### config.mk
export PLATFORM = sky130hd
export DESIGN_NAME = can_err_status
export DESIGN_NICKNAME = d
export VERILOG_FILES = /design/src/can_status_pkg.sv /design/src/err_count_engine.sv /design/src/user_addr_select.sv /design/src/can_err_status.sv
export SDC_FILE = /design/constraint.sdc
export NUM_CORES = 1
export LEC_CHECK = 0
export ABC_AREA = 1
export ABC_CLOCK_PERIOD_IN_PS = 3600
export BUFFER_PORTS_ARGS = -buffer_cell sky130_fd_sc_hd__buf_4
export CAP_MARGIN = 30
export CELL_PAD_IN_SITES_DETAIL_PLACEMENT = 0
export CELL_PAD_IN_SITES_GLOBAL_PLACEMENT = 1
export CORE_AREA = 2 2 253 255
export CTS_CLUSTER_SIZE = 20
export DETAILED_ROUTE_END_ITERATION = 10
export DIE_AREA = 0 0 255 257
export HOLD_SLACK_MARGIN = 0.15
export PLACE_DENSITY = 0.78
export SYNTH_ARGS = -nofsm -noshare
export SYNTH_HDL_FRONTEND = slang
export SYNTH_SLANG_ARGS = --single-unit
### constraint.sdc
create_clock -name mclk_i -period 3.6 [get_ports mclk_i]
set_input_delay 0.36 -clock mclk_i [delete_from_list [all_inputs] [get_ports mclk_i]]
set_output_delay 0.36 -clock mclk_i [all_outputs]
set_load 0.01 [all_outputs]
### src/can_status_pkg.sv
// How it works
// - transmit fifo: user address reads the head, high then low half
// - receive fifo: user address reads the tail
// - event fifo user address reads the event tail
// - transmit queue user address reads the queue head
// - bus-off flag bit 5 set when transmit count passes 255
// - bus-off flag held in configuration mode, one after reset
// - transmit error-passive flag bit 4 when transmit count above 127
// - receive error-passive flag bit 3 when receive count above 127
// - transmit warning bit 2 while transmit count in 96..127
// - receive warning bit 1 while receive count in 96..127
// - any-warning bit 0 is transmit or receive warning
// - counts register: transmit 15:8, receive 7:0, reset zero
package can_status_pkg;

  // bus and address map
  localparam int AXI_ADDR_W = 12;
  localparam int FIFO_COUNT = 7;
  localparam int UA_W = 32;
  localparam logic [11:0] OFS_EVT_UA_HIGH = 12'h000;
  localparam logic [11:0] OFS_EVT_UA_LOW = 12'h004;
  localparam logic [11:0] OFS_TXQ_UA_HIGH = 12'h008;
  localparam logic [11:0] OFS_TXQ_UA_LOW = 12'h00c;
  localparam logic [11:0] OFS_ERR_FLAGS = 12'h010;
  localparam logic [11:0] OFS_ERR_COUNTS = 12'h014;
  localparam logic [11:0] OFS_INT_STATUS = 12'h018;
  localparam logic [11:0] OFS_INT_MASK = 12'h01c;
  localparam logic [11:0] OFS_FIFO_UA_BASE = 12'h040;
  localparam logic [11:0] OFS_FIFO_STRIDE = 12'h008;
  localparam logic [11:0] OFS_HALF_LOW = 12'h004;

  // error state flag positions
  localparam int BIT_BUS_OFF = 5;
  localparam int BIT_TX_PASSIVE = 4;
  localparam int BIT_RX_PASSIVE = 3;
  localparam int BIT_TX_WARN = 2;
  localparam int BIT_RX_WARN = 1;
  localparam int BIT_ANY_WARN = 0;
  localparam int FLAGS_W = 6;
  localparam int TX_CNT_LSB = 8;
  localparam int RX_CNT_LSB = 0;

  // fault confinement figures
  localparam logic [8:0] BUS_OFF_LIMIT = 9'h0ff;
  localparam logic [7:0] PASSIVE_LIMIT = 8'h7f;
  localparam logic [7:0] WARN_ABOVE = 8'h5f;
  localparam logic [7:0] WARN_BELOW = 8'h80;
  localparam logic [8:0] TX_ERR_STEP = 9'h008;
  localparam logic [8:0] RX_ERR_STEP = 9'h001;
  localparam logic [8:0] RX_SEVERE_STEP = 9'h008;
  localparam logic [8:0] RX_PASSIVE_RELOAD = 9'h078;
  localparam logic [7:0] COUNT_SAT = 8'hff;

  // values after reset
  localparam logic [FLAGS_W-1:0] RST_FLAGS = 6'h20;
  localparam logic [8:0] RST_COUNT = 9'h000;
  localparam logic [UA_W-1:0] RST_UA = 32'h0000_0000;

  // interrupt status and mask layout
  localparam int INT_W = 5;
  localparam int INT_BUS_OFF = 0;
  localparam int INT_TX_PASSIVE = 1;
  localparam int INT_RX_PASSIVE = 2;
  localparam int INT_WARN = 3;
  localparam int INT_RECOVERED = 4;
  localparam logic [INT_W-1:0] RST_INT = 5'h00;

  // axi responses
  localparam logic [1:0] RESP_OKAY = 2'b00;
  localparam logic [1:0] RESP_SLVERR = 2'b10;

endpackage

### src/err_count_engine.sv
`timescale 1ns/100ps
module err_count_engine (
  // clock and control
  input wire logic mclk_i,
  input wire logic reset_i,
  input wire logic ce_i,
  input wire logic config_mode_i,
  // protocol engine events, one-cycle pulses
  input wire logic tx_error_i,
  input wire logic tx_success_i,
  input wire logic rx_error_i,
  input wire logic rx_severe_i,
  input wire logic rx_success_i,
  input wire logic recovered_i,
  // counts and bus-off state
  output logic [7:0] tx_count_o,
  output logic [7:0] rx_count_o,
  output logic bus_off_o
);

  logic [8:0] tec_ff, rec_ff, nxt_tec, nxt_rec;
  logic bus_off_ff, nxt_bus_off;

  always_comb begin
    nxt_tec = tec_ff;
    nxt_rec = rec_ff;
    nxt_bus_off = bus_off_ff;
    if (config_mode_i) begin
      nxt_tec = can_status_pkg::RST_COUNT;
      nxt_rec = can_status_pkg::RST_COUNT;
      nxt_bus_off = 1'b1;
    end else if (bus_off_ff) begin
      // only the recovery sequence brings the node back
      if (recovered_i) begin
        nxt_tec = can_status_pkg::RST_COUNT;
        nxt_rec = can_status_pkg::RST_COUNT;
        nxt_bus_off = 1'b0;
      end
    end else begin
      if (tx_error_i) begin
        nxt_tec = tec_ff + can_status_pkg::TX_ERR_STEP;
      end else if (tx_success_i && tec_ff != 9'h000) begin
        nxt_tec = tec_ff - 9'h001;
      end
      if (rx_severe_i) begin
        nxt_rec = rec_ff + can_status_pkg::RX_SEVERE_STEP;
      end else if (rx_error_i) begin
        nxt_rec = rec_ff + can_status_pkg::RX_ERR_STEP;
      end else if (rx_success_i) begin
        if (rec_ff > {1'b0, can_status_pkg::PASSIVE_LIMIT}) begin
          nxt_rec = can_status_pkg::RX_PASSIVE_RELOAD;
        end else if (rec_ff != 9'h000) begin
          nxt_rec = rec_ff - 9'h001;
        end
      end
      // receive count saturates, it never forces bus-off
      if (nxt_rec > {1'b0, can_status_pkg::COUNT_SAT}) begin
        nxt_rec = {1'b0, can_status_pkg::COUNT_SAT};
      end
      // past 255 the transmitter leaves the bus
      if (nxt_tec > can_status_pkg::BUS_OFF_LIMIT) begin
        nxt_bus_off = 1'b1;
      end
    end
  end

  // counter state, bus-off comes up set
  always_ff @(posedge mclk_i) begin
    if (reset_i) begin
      tec_ff <= can_status_pkg::RST_COUNT;
      rec_ff <= can_status_pkg::RST_COUNT;
      bus_off_ff <= 1'b1;
    end else if (ce_i) begin
      tec_ff <= nxt_tec;
      rec_ff <= nxt_rec;
      bus_off_ff <= nxt_bus_off;
    end
  end

  // an 8-bit field cannot show 256+, so it pins at 255
  assign tx_count_o = tec_ff[8] ? can_status_pkg::COUNT_SAT : tec_ff[7:0];
  assign rx_count_o = rec_ff[7:0];
  assign bus_off_o = bus_off_ff;

endmodule

### src/user_addr_select.sv
`timescale 1ns/100ps
module user_addr_select #(
  parameter int FIFO_N = 7,
  parameter int ADDR_W = 32
) (
  // clock and control
  input wire logic mclk_i,
  input wire logic reset_i,
  input wire logic ce_i,
  // per fifo pointers and direction
  input wire logic [FIFO_N*ADDR_W-1:0] head_addr_i,
  input wire logic [FIFO_N*ADDR_W-1:0] tail_addr_i,
  input wire logic [FIFO_N-1:0] fifo_direction_transmit_i,
  // user address per fifo
  output logic [FIFO_N*ADDR_W-1:0] fifo_user_address_o
);

  genvar g;
  generate
    for (g = 0; g < FIFO_N; g++) begin : g_fifo
      // registered so a read never sees a half-switched pointer
      always_ff @(posedge mclk_i) begin
        if (reset_i) begin
          fifo_user_address_o[g*ADDR_W +: ADDR_W] <= ADDR_W'(0);
        end else if (ce_i) begin
          // transmit picks head, receive picks tail
          fifo_user_address_o[g*ADDR_W +: ADDR_W] <=
            fifo_direction_transmit_i[g] ? head_addr_i[g*ADDR_W +: ADDR_W]
                                         : tail_addr_i[g*ADDR_W +: ADDR_W];
        end
      end
    end
  endgenerate

endmodule

### src/can_err_status.sv
// Our own choices: the AXI4-Lite register port and the register addresses.
`timescale 1ns/100ps
module can_err_status #(
  parameter int FIFO_N = can_status_pkg::FIFO_COUNT,
  parameter int ADDR_W = can_status_pkg::UA_W
) (
  // clock, reset, enable
  input wire logic mclk_i,
  input wire logic reset_i,
  input wire logic ce_i,
  // axi4-lite write address
  input wire logic [11:0] s_axi_awaddr,
  input wire logic [2:0] s_axi_awprot,
  input wire logic s_axi_awvalid,
  output logic s_axi_awready,
  // axi4-lite write data
  input wire logic [31:0] s_axi_wdata,
  input wire logic [3:0] s_axi_wstrb,
  input wire logic s_axi_wvalid,
  output logic s_axi_wready,
  // axi4-lite write response
  output logic [1:0] s_axi_bresp,
  output logic s_axi_bvalid,
  input wire logic s_axi_bready,
  // axi4-lite read address
  input wire logic [11:0] s_axi_araddr,
  input wire logic [2:0] s_axi_arprot,
  input wire logic s_axi_arvalid,
  output logic s_axi_arready,
  // axi4-lite read data
  output logic [31:0] s_axi_rdata,
  output logic [1:0] s_axi_rresp,
  output logic s_axi_rvalid,
  input wire logic s_axi_rready,
  // controller mode and fifo pointers
  input wire logic config_mode_i,
  input wire logic [FIFO_N-1:0] fifo_direction_transmit_i,
  input wire logic [FIFO_N*ADDR_W-1:0] fifo_head_addr_i,
  input wire logic [FIFO_N*ADDR_W-1:0] fifo_tail_addr_i,
  input wire logic [ADDR_W-1:0] event_fifo_tail_addr_i,
  input wire logic [ADDR_W-1:0] tx_queue_head_addr_i,
  // protocol engine error events
  input wire logic tx_error_i,
  input wire logic tx_success_i,
  input wire logic rx_error_i,
  input wire logic rx_severe_i,
  input wire logic rx_success_i,
  input wire logic recovered_i,
  // error state and interrupt
  output logic [5:0] error_state_flags_o,
  output logic irq_o
);

  ////////////////////////////////////////////////////////////////////////////
  // address decode

  typedef enum {
    SEL_NONE, SEL_FIFO_HIGH, SEL_FIFO_LOW, SEL_EVT_HIGH, SEL_EVT_LOW,
    SEL_TXQ_HIGH, SEL_TXQ_LOW, SEL_FLAGS, SEL_COUNTS, SEL_INT_STATUS,
    SEL_INT_MASK
  } reg_sel_e;

  // fifo 1..7 of an address in the fifo window, else 0
  function automatic logic [3:0] fifo_index(input logic [11:0] addr);
    logic [11:0] rel;
    fifo_index = 4'h0;
    rel = addr - can_status_pkg::OFS_FIFO_UA_BASE;
    if (addr >= can_status_pkg::OFS_FIFO_UA_BASE &&
        rel < 12'(FIFO_N) * can_status_pkg::OFS_FIFO_STRIDE) begin
      fifo_index = 4'(rel[11:3]) + 4'h1;
    end
  endfunction

  // register select, shared by read and write
  function automatic reg_sel_e decode(input logic [11:0] addr);
    logic [11:0] word;
    word = {addr[11:2], 2'b00};
    decode = SEL_NONE;
    case (word)
      can_status_pkg::OFS_EVT_UA_HIGH: decode = SEL_EVT_HIGH;
      can_status_pkg::OFS_EVT_UA_LOW: decode = SEL_EVT_LOW;
      can_status_pkg::OFS_TXQ_UA_HIGH: decode = SEL_TXQ_HIGH;
      can_status_pkg::OFS_TXQ_UA_LOW: decode = SEL_TXQ_LOW;
      can_status_pkg::OFS_ERR_FLAGS: decode = SEL_FLAGS;
      can_status_pkg::OFS_ERR_COUNTS: decode = SEL_COUNTS;
      can_status_pkg::OFS_INT_STATUS: decode = SEL_INT_STATUS;
      can_status_pkg::OFS_INT_MASK: decode = SEL_INT_MASK;
      default: begin
        if (fifo_index(word) != 4'h0) begin
          decode = (word[2] == can_status_pkg::OFS_HALF_LOW[2]) ?
                   SEL_FIFO_LOW : SEL_FIFO_HIGH;
        end
      end
    endcase
  endfunction

  ////////////////////////////////////////////////////////////////////////////
  // user address capture

  logic [FIFO_N*ADDR_W-1:0] fifo_user_address;
  logic [ADDR_W-1:0] event_fifo_user_address_ff;
  logic [ADDR_W-1:0] tx_queue_user_address_ff;

  user_addr_select #(
    .FIFO_N(FIFO_N),
    .ADDR_W(ADDR_W)
  ) u_fifo_ua (
    .mclk_i(mclk_i),
    .reset_i(reset_i),
    .ce_i(ce_i),
    .head_addr_i(fifo_head_addr_i),
    .tail_addr_i(fifo_tail_addr_i),
    .fifo_direction_transmit_i(fifo_direction_transmit_i),
    .fifo_user_address_o(fifo_user_address)
  );

  // pointers are not frozen in configuration mode; software must not
  // rely on them then, so no extra gating is spent here
  always_ff @(posedge mclk_i) begin
    if (reset_i) begin
      event_fifo_user_address_ff <= can_status_pkg::RST_UA;
      tx_queue_user_address_ff <= can_status_pkg::RST_UA;
    end else if (ce_i) begin
      event_fifo_user_address_ff <= event_fifo_tail_addr_i;
      tx_queue_user_address_ff <= tx_queue_head_addr_i;
    end
  end

  ////////////////////////////////////////////////////////////////////////////
  // error counts and derived flags

  logic [7:0] tx_error_count, rx_error_count;
  logic tx_bus_off;
  logic [5:0] flags_ff, nxt_flags;

  err_count_engine u_counts (
    .mclk_i(mclk_i),
    .reset_i(reset_i),
    .ce_i(ce_i),
    .config_mode_i(config_mode_i),
    .tx_error_i(tx_error_i),
    .tx_success_i(tx_success_i),
    .rx_error_i(rx_error_i),
    .rx_severe_i(rx_severe_i),
    .rx_success_i(rx_success_i),
    .recovered_i(recovered_i),
    .tx_count_o(tx_error_count),
    .rx_count_o(rx_error_count),
    .bus_off_o(tx_bus_off)
  );

  // flags follow the counts every cycle
  always_comb begin
    nxt_flags = '0;
    nxt_flags[can_status_pkg::BIT_BUS_OFF] = tx_bus_off;
    nxt_flags[can_status_pkg::BIT_TX_PASSIVE] =
      tx_error_count > can_status_pkg::PASSIVE_LIMIT;
    nxt_flags[can_status_pkg::BIT_RX_PASSIVE] =
      rx_error_count > can_status_pkg::PASSIVE_LIMIT;
    nxt_flags[can_status_pkg::BIT_TX_WARN] =
      tx_error_count > can_status_pkg::WARN_ABOVE &&
      tx_error_count < can_status_pkg::WARN_BELOW;
    nxt_flags[can_status_pkg::BIT_RX_WARN] =
      rx_error_count > can_status_pkg::WARN_ABOVE &&
      rx_error_count < can_status_pkg::WARN_BELOW;
    nxt_flags[can_status_pkg::BIT_ANY_WARN] =
      nxt_flags[can_status_pkg::BIT_TX_WARN] |
      nxt_flags[can_status_pkg::BIT_RX_WARN];
  end

  // flags trail the counts by one cycle
  always_ff @(posedge mclk_i) begin
    if (reset_i) begin
      flags_ff <= can_status_pkg::RST_FLAGS;
    end else if (ce_i) begin
      flags_ff <= nxt_flags;
    end
  end

  assign error_state_flags_o = flags_ff;

  ////////////////////////////////////////////////////////////////////////////
  // interrupt status and mask

  logic [4:0] int_status_ff, int_mask_ff, int_event;
  logic wr_fire;
  logic [31:0] wr_data_ff;
  reg_sel_e wr_sel;
  logic [11:0] wr_addr_ff;
  logic [3:0] s_axi_wstrb_ff;

  // rises of bus-off, both passive flags and any-warning are the events, and the bus-off fall is the recovered event
  always_comb begin
    int_event = '0;
    int_event[can_status_pkg::INT_BUS_OFF] =
      nxt_flags[can_status_pkg::BIT_BUS_OFF] &
      ~flags_ff[can_status_pkg::BIT_BUS_OFF];
    int_event[can_status_pkg::INT_TX_PASSIVE] =
      nxt_flags[can_status_pkg::BIT_TX_PASSIVE] &
      ~flags_ff[can_status_pkg::BIT_TX_PASSIVE];
    int_event[can_status_pkg::INT_RX_PASSIVE] =
      nxt_flags[can_status_pkg::BIT_RX_PASSIVE] &
      ~flags_ff[can_status_pkg::BIT_RX_PASSIVE];
    int_event[can_status_pkg::INT_WARN] =
      nxt_flags[can_status_pkg::BIT_ANY_WARN] &
      ~flags_ff[can_status_pkg::BIT_ANY_WARN];
    int_event[can_status_pkg::INT_RECOVERED] =
      ~nxt_flags[can_status_pkg::BIT_BUS_OFF] &
      flags_ff[can_status_pkg::BIT_BUS_OFF];
  end

  assign wr_sel = decode(wr_addr_ff);

  // write-one-to-clear; a new event in the same cycle wins
  always_ff @(posedge mclk_i) begin
    if (reset_i) begin
      int_status_ff <= can_status_pkg::RST_INT;
    end else if (ce_i) begin
      if (wr_fire && wr_sel == SEL_INT_STATUS && s_axi_wstrb_ff[0]) begin
        int_status_ff <= (int_status_ff & ~wr_data_ff[4:0]) | int_event;
      end else begin
        int_status_ff <= int_status_ff | int_event;
      end
    end
  end

  // mask: one enables the matching status bit onto the line
  always_ff @(posedge mclk_i) begin
    if (reset_i) begin
      int_mask_ff <= can_status_pkg::RST_INT;
    end else if (ce_i) begin
      if (wr_fire && wr_sel == SEL_INT_MASK && s_axi_wstrb_ff[0]) begin
        int_mask_ff <= wr_data_ff[4:0];
      end
    end
  end

  assign irq_o = |(int_status_ff & int_mask_ff);

  ////////////////////////////////////////////////////////////////////////////
  // axi4-lite write channel

  logic aw_held_ff, w_held_ff, bvalid_ff;
  logic [1:0] bresp_ff;

  // each half held until the response goes
  assign s_axi_awready = ~aw_held_ff & ~bvalid_ff;
  assign s_axi_wready = ~w_held_ff & ~bvalid_ff;
  assign wr_fire = aw_held_ff & w_held_ff & ~bvalid_ff;

  always_ff @(posedge mclk_i) begin
    if (reset_i) begin
      aw_held_ff <= 1'b0;
      wr_addr_ff <= '0;
    end else if (ce_i) begin
      if (s_axi_awvalid && s_axi_awready) begin
        aw_held_ff <= 1'b1;
        wr_addr_ff <= s_axi_awaddr;
      end else if (wr_fire) begin
        aw_held_ff <= 1'b0;
      end
    end
  end

  always_ff @(posedge mclk_i) begin
    if (reset_i) begin
      w_held_ff <= 1'b0;
      wr_data_ff <= '0;
      s_axi_wstrb_ff <= '0;
    end else if (ce_i) begin
      if (s_axi_wvalid && s_axi_wready) begin
        w_held_ff <= 1'b1;
        wr_data_ff <= s_axi_wdata;
        s_axi_wstrb_ff <= s_axi_wstrb;
      end else if (wr_fire) begin
        w_held_ff <= 1'b0;
      end
    end
  end

  // status-only registers accept writes silently; holes get slverr
  always_ff @(posedge mclk_i) begin
    if (reset_i) begin
      bvalid_ff <= 1'b0;
      bresp_ff <= can_status_pkg::RESP_OKAY;
    end else if (ce_i) begin
      if (wr_fire) begin
        bvalid_ff <= 1'b1;
        bresp_ff <= (wr_sel == SEL_NONE) ? can_status_pkg::RESP_SLVERR
                                         : can_status_pkg::RESP_OKAY;
      end else if (s_axi_bready) begin
        bvalid_ff <= 1'b0;
      end
    end
  end

  assign s_axi_bvalid = bvalid_ff;
  assign s_axi_bresp = bresp_ff;

  ////////////////////////////////////////////////////////////////////////////
  // axi4-lite read channel

  logic rvalid_ff;
  logic [1:0] rresp_ff;
  logic [31:0] rdata_ff, rd_word;
  reg_sel_e rd_sel;
  logic [3:0] rd_fifo;
  logic [ADDR_W-1:0] rd_fifo_ua;

  assign rd_sel = decode(s_axi_araddr);
  assign rd_fifo = fifo_index({s_axi_araddr[11:2], 2'b00});

  // pick the user address of the addressed fifo
  always_comb begin
    rd_fifo_ua = '0;
    for (int i = 0; i < FIFO_N; i++) begin
      if (rd_fifo == 4'(i + 1)) begin
        rd_fifo_ua = fifo_user_address[i*ADDR_W +: ADDR_W];
      end
    end
  end

  // values are only trusted outside configuration mode
  always_comb begin
    rd_word = '0;
    case (rd_sel)
      SEL_FIFO_HIGH: rd_word[15:0] = rd_fifo_ua[31:16];
      SEL_FIFO_LOW: rd_word[15:0] = rd_fifo_ua[15:0];
      SEL_EVT_HIGH: rd_word[15:0] = event_fifo_user_address_ff[31:16];
      SEL_EVT_LOW: rd_word[15:0] = event_fifo_user_address_ff[15:0];
      SEL_TXQ_HIGH: rd_word[15:0] = tx_queue_user_address_ff[31:16];
      SEL_TXQ_LOW: rd_word[15:0] = tx_queue_user_address_ff[15:0];
      SEL_FLAGS: rd_word[5:0] = flags_ff;
      SEL_COUNTS: begin
        rd_word[can_status_pkg::TX_CNT_LSB +: 8] = tx_error_count;
        rd_word[can_status_pkg::RX_CNT_LSB +: 8] = rx_error_count;
      end
      SEL_INT_STATUS: rd_word[4:0] = int_status_ff;
      SEL_INT_MASK: rd_word[4:0] = int_mask_ff;
      default: rd_word = '0;
    endcase
  end

  // one read in flight
  assign s_axi_arready = ~rvalid_ff;

  always_ff @(posedge mclk_i) begin
    if (reset_i) begin
      rvalid_ff <= 1'b0;
      rdata_ff <= '0;
      rresp_ff <= can_status_pkg::RESP_OKAY;
    end else if (ce_i) begin
      if (s_axi_arvalid && s_axi_arready) begin
        rvalid_ff <= 1'b1;
        rdata_ff <= rd_word;
        rresp_ff <= (rd_sel == SEL_NONE) ? can_status_pkg::RESP_SLVERR
                                         : can_status_pkg::RESP_OKAY;
      end else if (s_axi_rready) begin
        rvalid_ff <= 1'b0;
      end
    end
  end

  assign s_axi_rvalid = rvalid_ff;
  assign s_axi_rdata = rdata_ff;
  assign s_axi_rresp = rresp_ff;

endmodule

==> results_dict.tcl <==
set metrics [dict create \
    initial_core_util_pct 30.8 \
    maxSlewHeadroom_pct 37.9 \
    clk_latency_ps 570 \
    grt_first_pass_wirelength_um 128000 \
    synth-edff-count 0 \
    path_cells "buf_4 > nor2_1 > nand2_1 > nor2_4 > nand3_1 > inv_2 > nor2_1 > nand2_1 > buf_4 > nor2_1 > nor2_1 > nand3_1 > nand2_1 > nand3_1 > nand2_1 > a21oi_1" \
    p_per_area_nw_per_um2 382 \
    drt_iter0_drc 2182 \
    path_max_fanout 23 \
    vias 22300 \
    die_height_um 257 \
    cellLeakagePower_nw 13.8 \
    setup_viol 0 \
    rsz0062_at_grt "no" \
    finalCriticalPeriod_ps 2640 \
    placed_area_um2 24300 \
    fin_util_pct 44.9 \
    ys_seq_area_share_pct 37.5 \
    gp_congestion 0.911 \
    slew_violations 0 \
    hold_viol_final 0 \
    setup_ws_ps 962 \
    fp.dieArea_um2 65500 \
    ant_nets 0 \
    drive_above_1_share_pct 19.4 \
    fillers 6541 \
    antenna_found_initial 8 \
    row_count 92 \
    detail_route.wl_per_cell_um 19.3 \
    worst_pin_slew_ps 932 \
    clock_path_buffers 3 \
    first_global_vias 21100 \
    cp.arrival_ps 3050 \
    dp_hpwl_um 66500 \
    cts_setup_buffers 0 \
    max_freq_mhz 379 \
    stdcell_area_um2 28100 \
    slowest_delay_ps 440 \
    drv_cap 0 \
    numCtsBuffers 43 \
    ir_drop_mv 0.310 \
    dp_cells 4250 \
    routed_wl_um 88000 \
    pre_cts_slack_ps 463 \
    power_mw 10.7 \
    synth_ff_type "dfxtp_1" \
    ys_seq_elements 361 \
    fin_worst_skew_ps 26.8 \
    syn_area_um2 19300 \
    clkTransAtPathRegs_ps 60 \
    fin_cells 4562 \
    ios 648 \
    viasPerCell 4.88 \
    die_w_um 255 \
    finalCritPeriodShare_pct 73.3 \
    core_um2 62700 \
    grt_max_degree 129 \
    area_delta_synth_final_pct 45.9 \
    track_usage_pct 25.8 \
    finalSetupTns_ps 0 \
    setup.worst_path.class "input port to register" \
    cpMaxStageDelayCell "nor2_1" \
    required_ps 4010 \
    numPortBuffers 589 \
    root_buffer "clkbuf_16" \
    nets 4293 \
    worst_hold_path_type "input port to register" \
    cp-start-kind "input port" \
    async_flop_share_pct 0 \
    tritoncts "built" \
    ys_warn_count 0 \
    netlist_instances 2981 \
    cts_sinks 361 \
    h-tree-depth 2 \
    drt_first_pass_iters 5 \
    synth_area_per_cell_um2 6.47 \
    crit_path_end_kind "register" \
    overflow 0 \
    worst_hold_slack_ps 170 \
    post-route-drc-count 0 \
    synth_cell_types 39 \
    outcome "complete, no violations" \
]
==> cell type report <==
| class | instances | area, µm² | share of cell area [%] |
|---|---|---|---|
| multi-input cells | 2062 | 9880 | 35.1 |
| clock buffers | 58 | 1260 | 4.49 |
| clock inverters | 17 | 204 | 0.725 |
| inverters | 350 | 1320 | 4.69 |
| diodes | 4 | 10.0 | 0.0356 |
| well taps | 846 | 1060 | 3.76 |
| repair buffers | 864 | 7190 | 25.5 |
| flip-flops and latches | 361 | 7230 | 25.7 |
==> routing by layer <==
metal	vias to the layer above	share of wire [%]	global-route usage, %
met4	8	2.9	8.12
met3	122	6.8	3.78
met2	786	47	43.0
met5	-	0.063	0
li1	11100	-	-
met1	10200	44	34.3
==> path summary, 6_finish.rpt <==
path	startpoint	slack (ps)	cells after the start	to
setup / recovery	s_axi_araddr[9]	960	16	s_axi_rdata[0]$_SDFFE_PP0P_
hold reg to reg	tx_queue_user_address_ff[1]$_SDFFE_PP0P_	460	2	tx_queue_user_address_ff[1]$_SDFFE_PP0P_
hold / removal	fifo_tail_addr_i[212]	170	5	u_fifo_ua.fifo_user_address_o[212]$_SDFFE_PP0P_
setup reg to reg	u_counts.rec_ff[1]$_SDFFE_PP0P_	1320	14	u_counts.rec_ff[7]$_SDFFE_PP0P_
==> kinds of logic (layout without fill, tap and decap cells) <==
logic type / count (synthesis) / after routing / synth area share (%)
xor gates and xnor gates: 7 / 7 / 0.357
AOI/OAI and AO/OA: 498 / 498 / 16.6
other: 1 / 22 / 0.0194
adders and majority gates: 11 / 11 / 0.713
muxes: 1 / 1 / 0.0584
buffers and inverters: 575 / 1289 / 11.7
and+or+nand+nor: 1527 / 1527 / 33.1
DFF: 361 / 361 / 37.5
==> layout by cell type (no fill, tap or decap), drive strengths merged <==
cell type	count
a211oi	10
a21oi	98
a221oi	2
a22o	6
a22oi	2
a31oi	2
buf	631
bufinv	4
clkbuf	58
clkinv	14
conb	18
dfxtp	361
diode	4
dlygate4sd3	233
ha	11
inv	349
mux2	1
nand2	799
nand3	349
nand3b	3
nand4	29
nor2	295
nor3	48
nor4	3
o2111ai	6
o211ai	247
o21ai	118
o21bai	1
o22ai	4
o31ai	1
o32a	1
or2	1
xor2	7
==> where the power goes <==
part           switching (mW)  internal, mW
combinational           0.899         0.884
sequential              0.186          4.25
clock                    1.78          2.74
total                    2.87          7.88
==> cell usage after synthesis, types with 6 or more instances <==
cell type	number	area, µm²
o2111ai_1	6	52.6
dfxtp_1	361	7230
o211ai_1	247	1850
inv_1	345	1290
nand3_1	347	1740
a22o_1	6	52.6
buf_4	19	143
clkbuf_1	172	646
nand2_1	798	3000
nor2_1	290	1090
nor3_1	48	240
ha_1	11	138
nand4_1	29	181
o21ai_0	118	591
xor2_1	6	52.6
a21oi_1	98	490
buf_2	22	110
buf_1	12	45.0
a211oi_1	10	75.1
==> worst max-delay path: cells and delay by family <==
family | cells | cell delay (ps)
AO/OA/AOI/OAI | 1 | 60
buffers and inverters | 3 | 470
AND/OR/NAND/NOR | 12 | 2140
==> registers in the layout, indices dropped and copies added, names as in the netlist, 5 cells and up <==
signal,cells
error_state_flags_o,6
tx_queue_user_address_ff,32
s_axi_rdata,16
int_mask_ff,5
u_counts.rec_ff,9
u_counts.tec_ff,9
wr_addr_ff,10
event_fifo_user_address_ff,32
wr_data_ff,5
int_status_ff,5
u_fifo_ua.fifo_user_address_o,224
==> timing repair <==
action | CTS | global route
gates resized for setup | 0 | 0
endpoints found under the setup margin | 0 | 0
hold buffers | 233 | 0
endpoints found under the hold margin | 175 | 0
(Power assumes the default switching activity.)
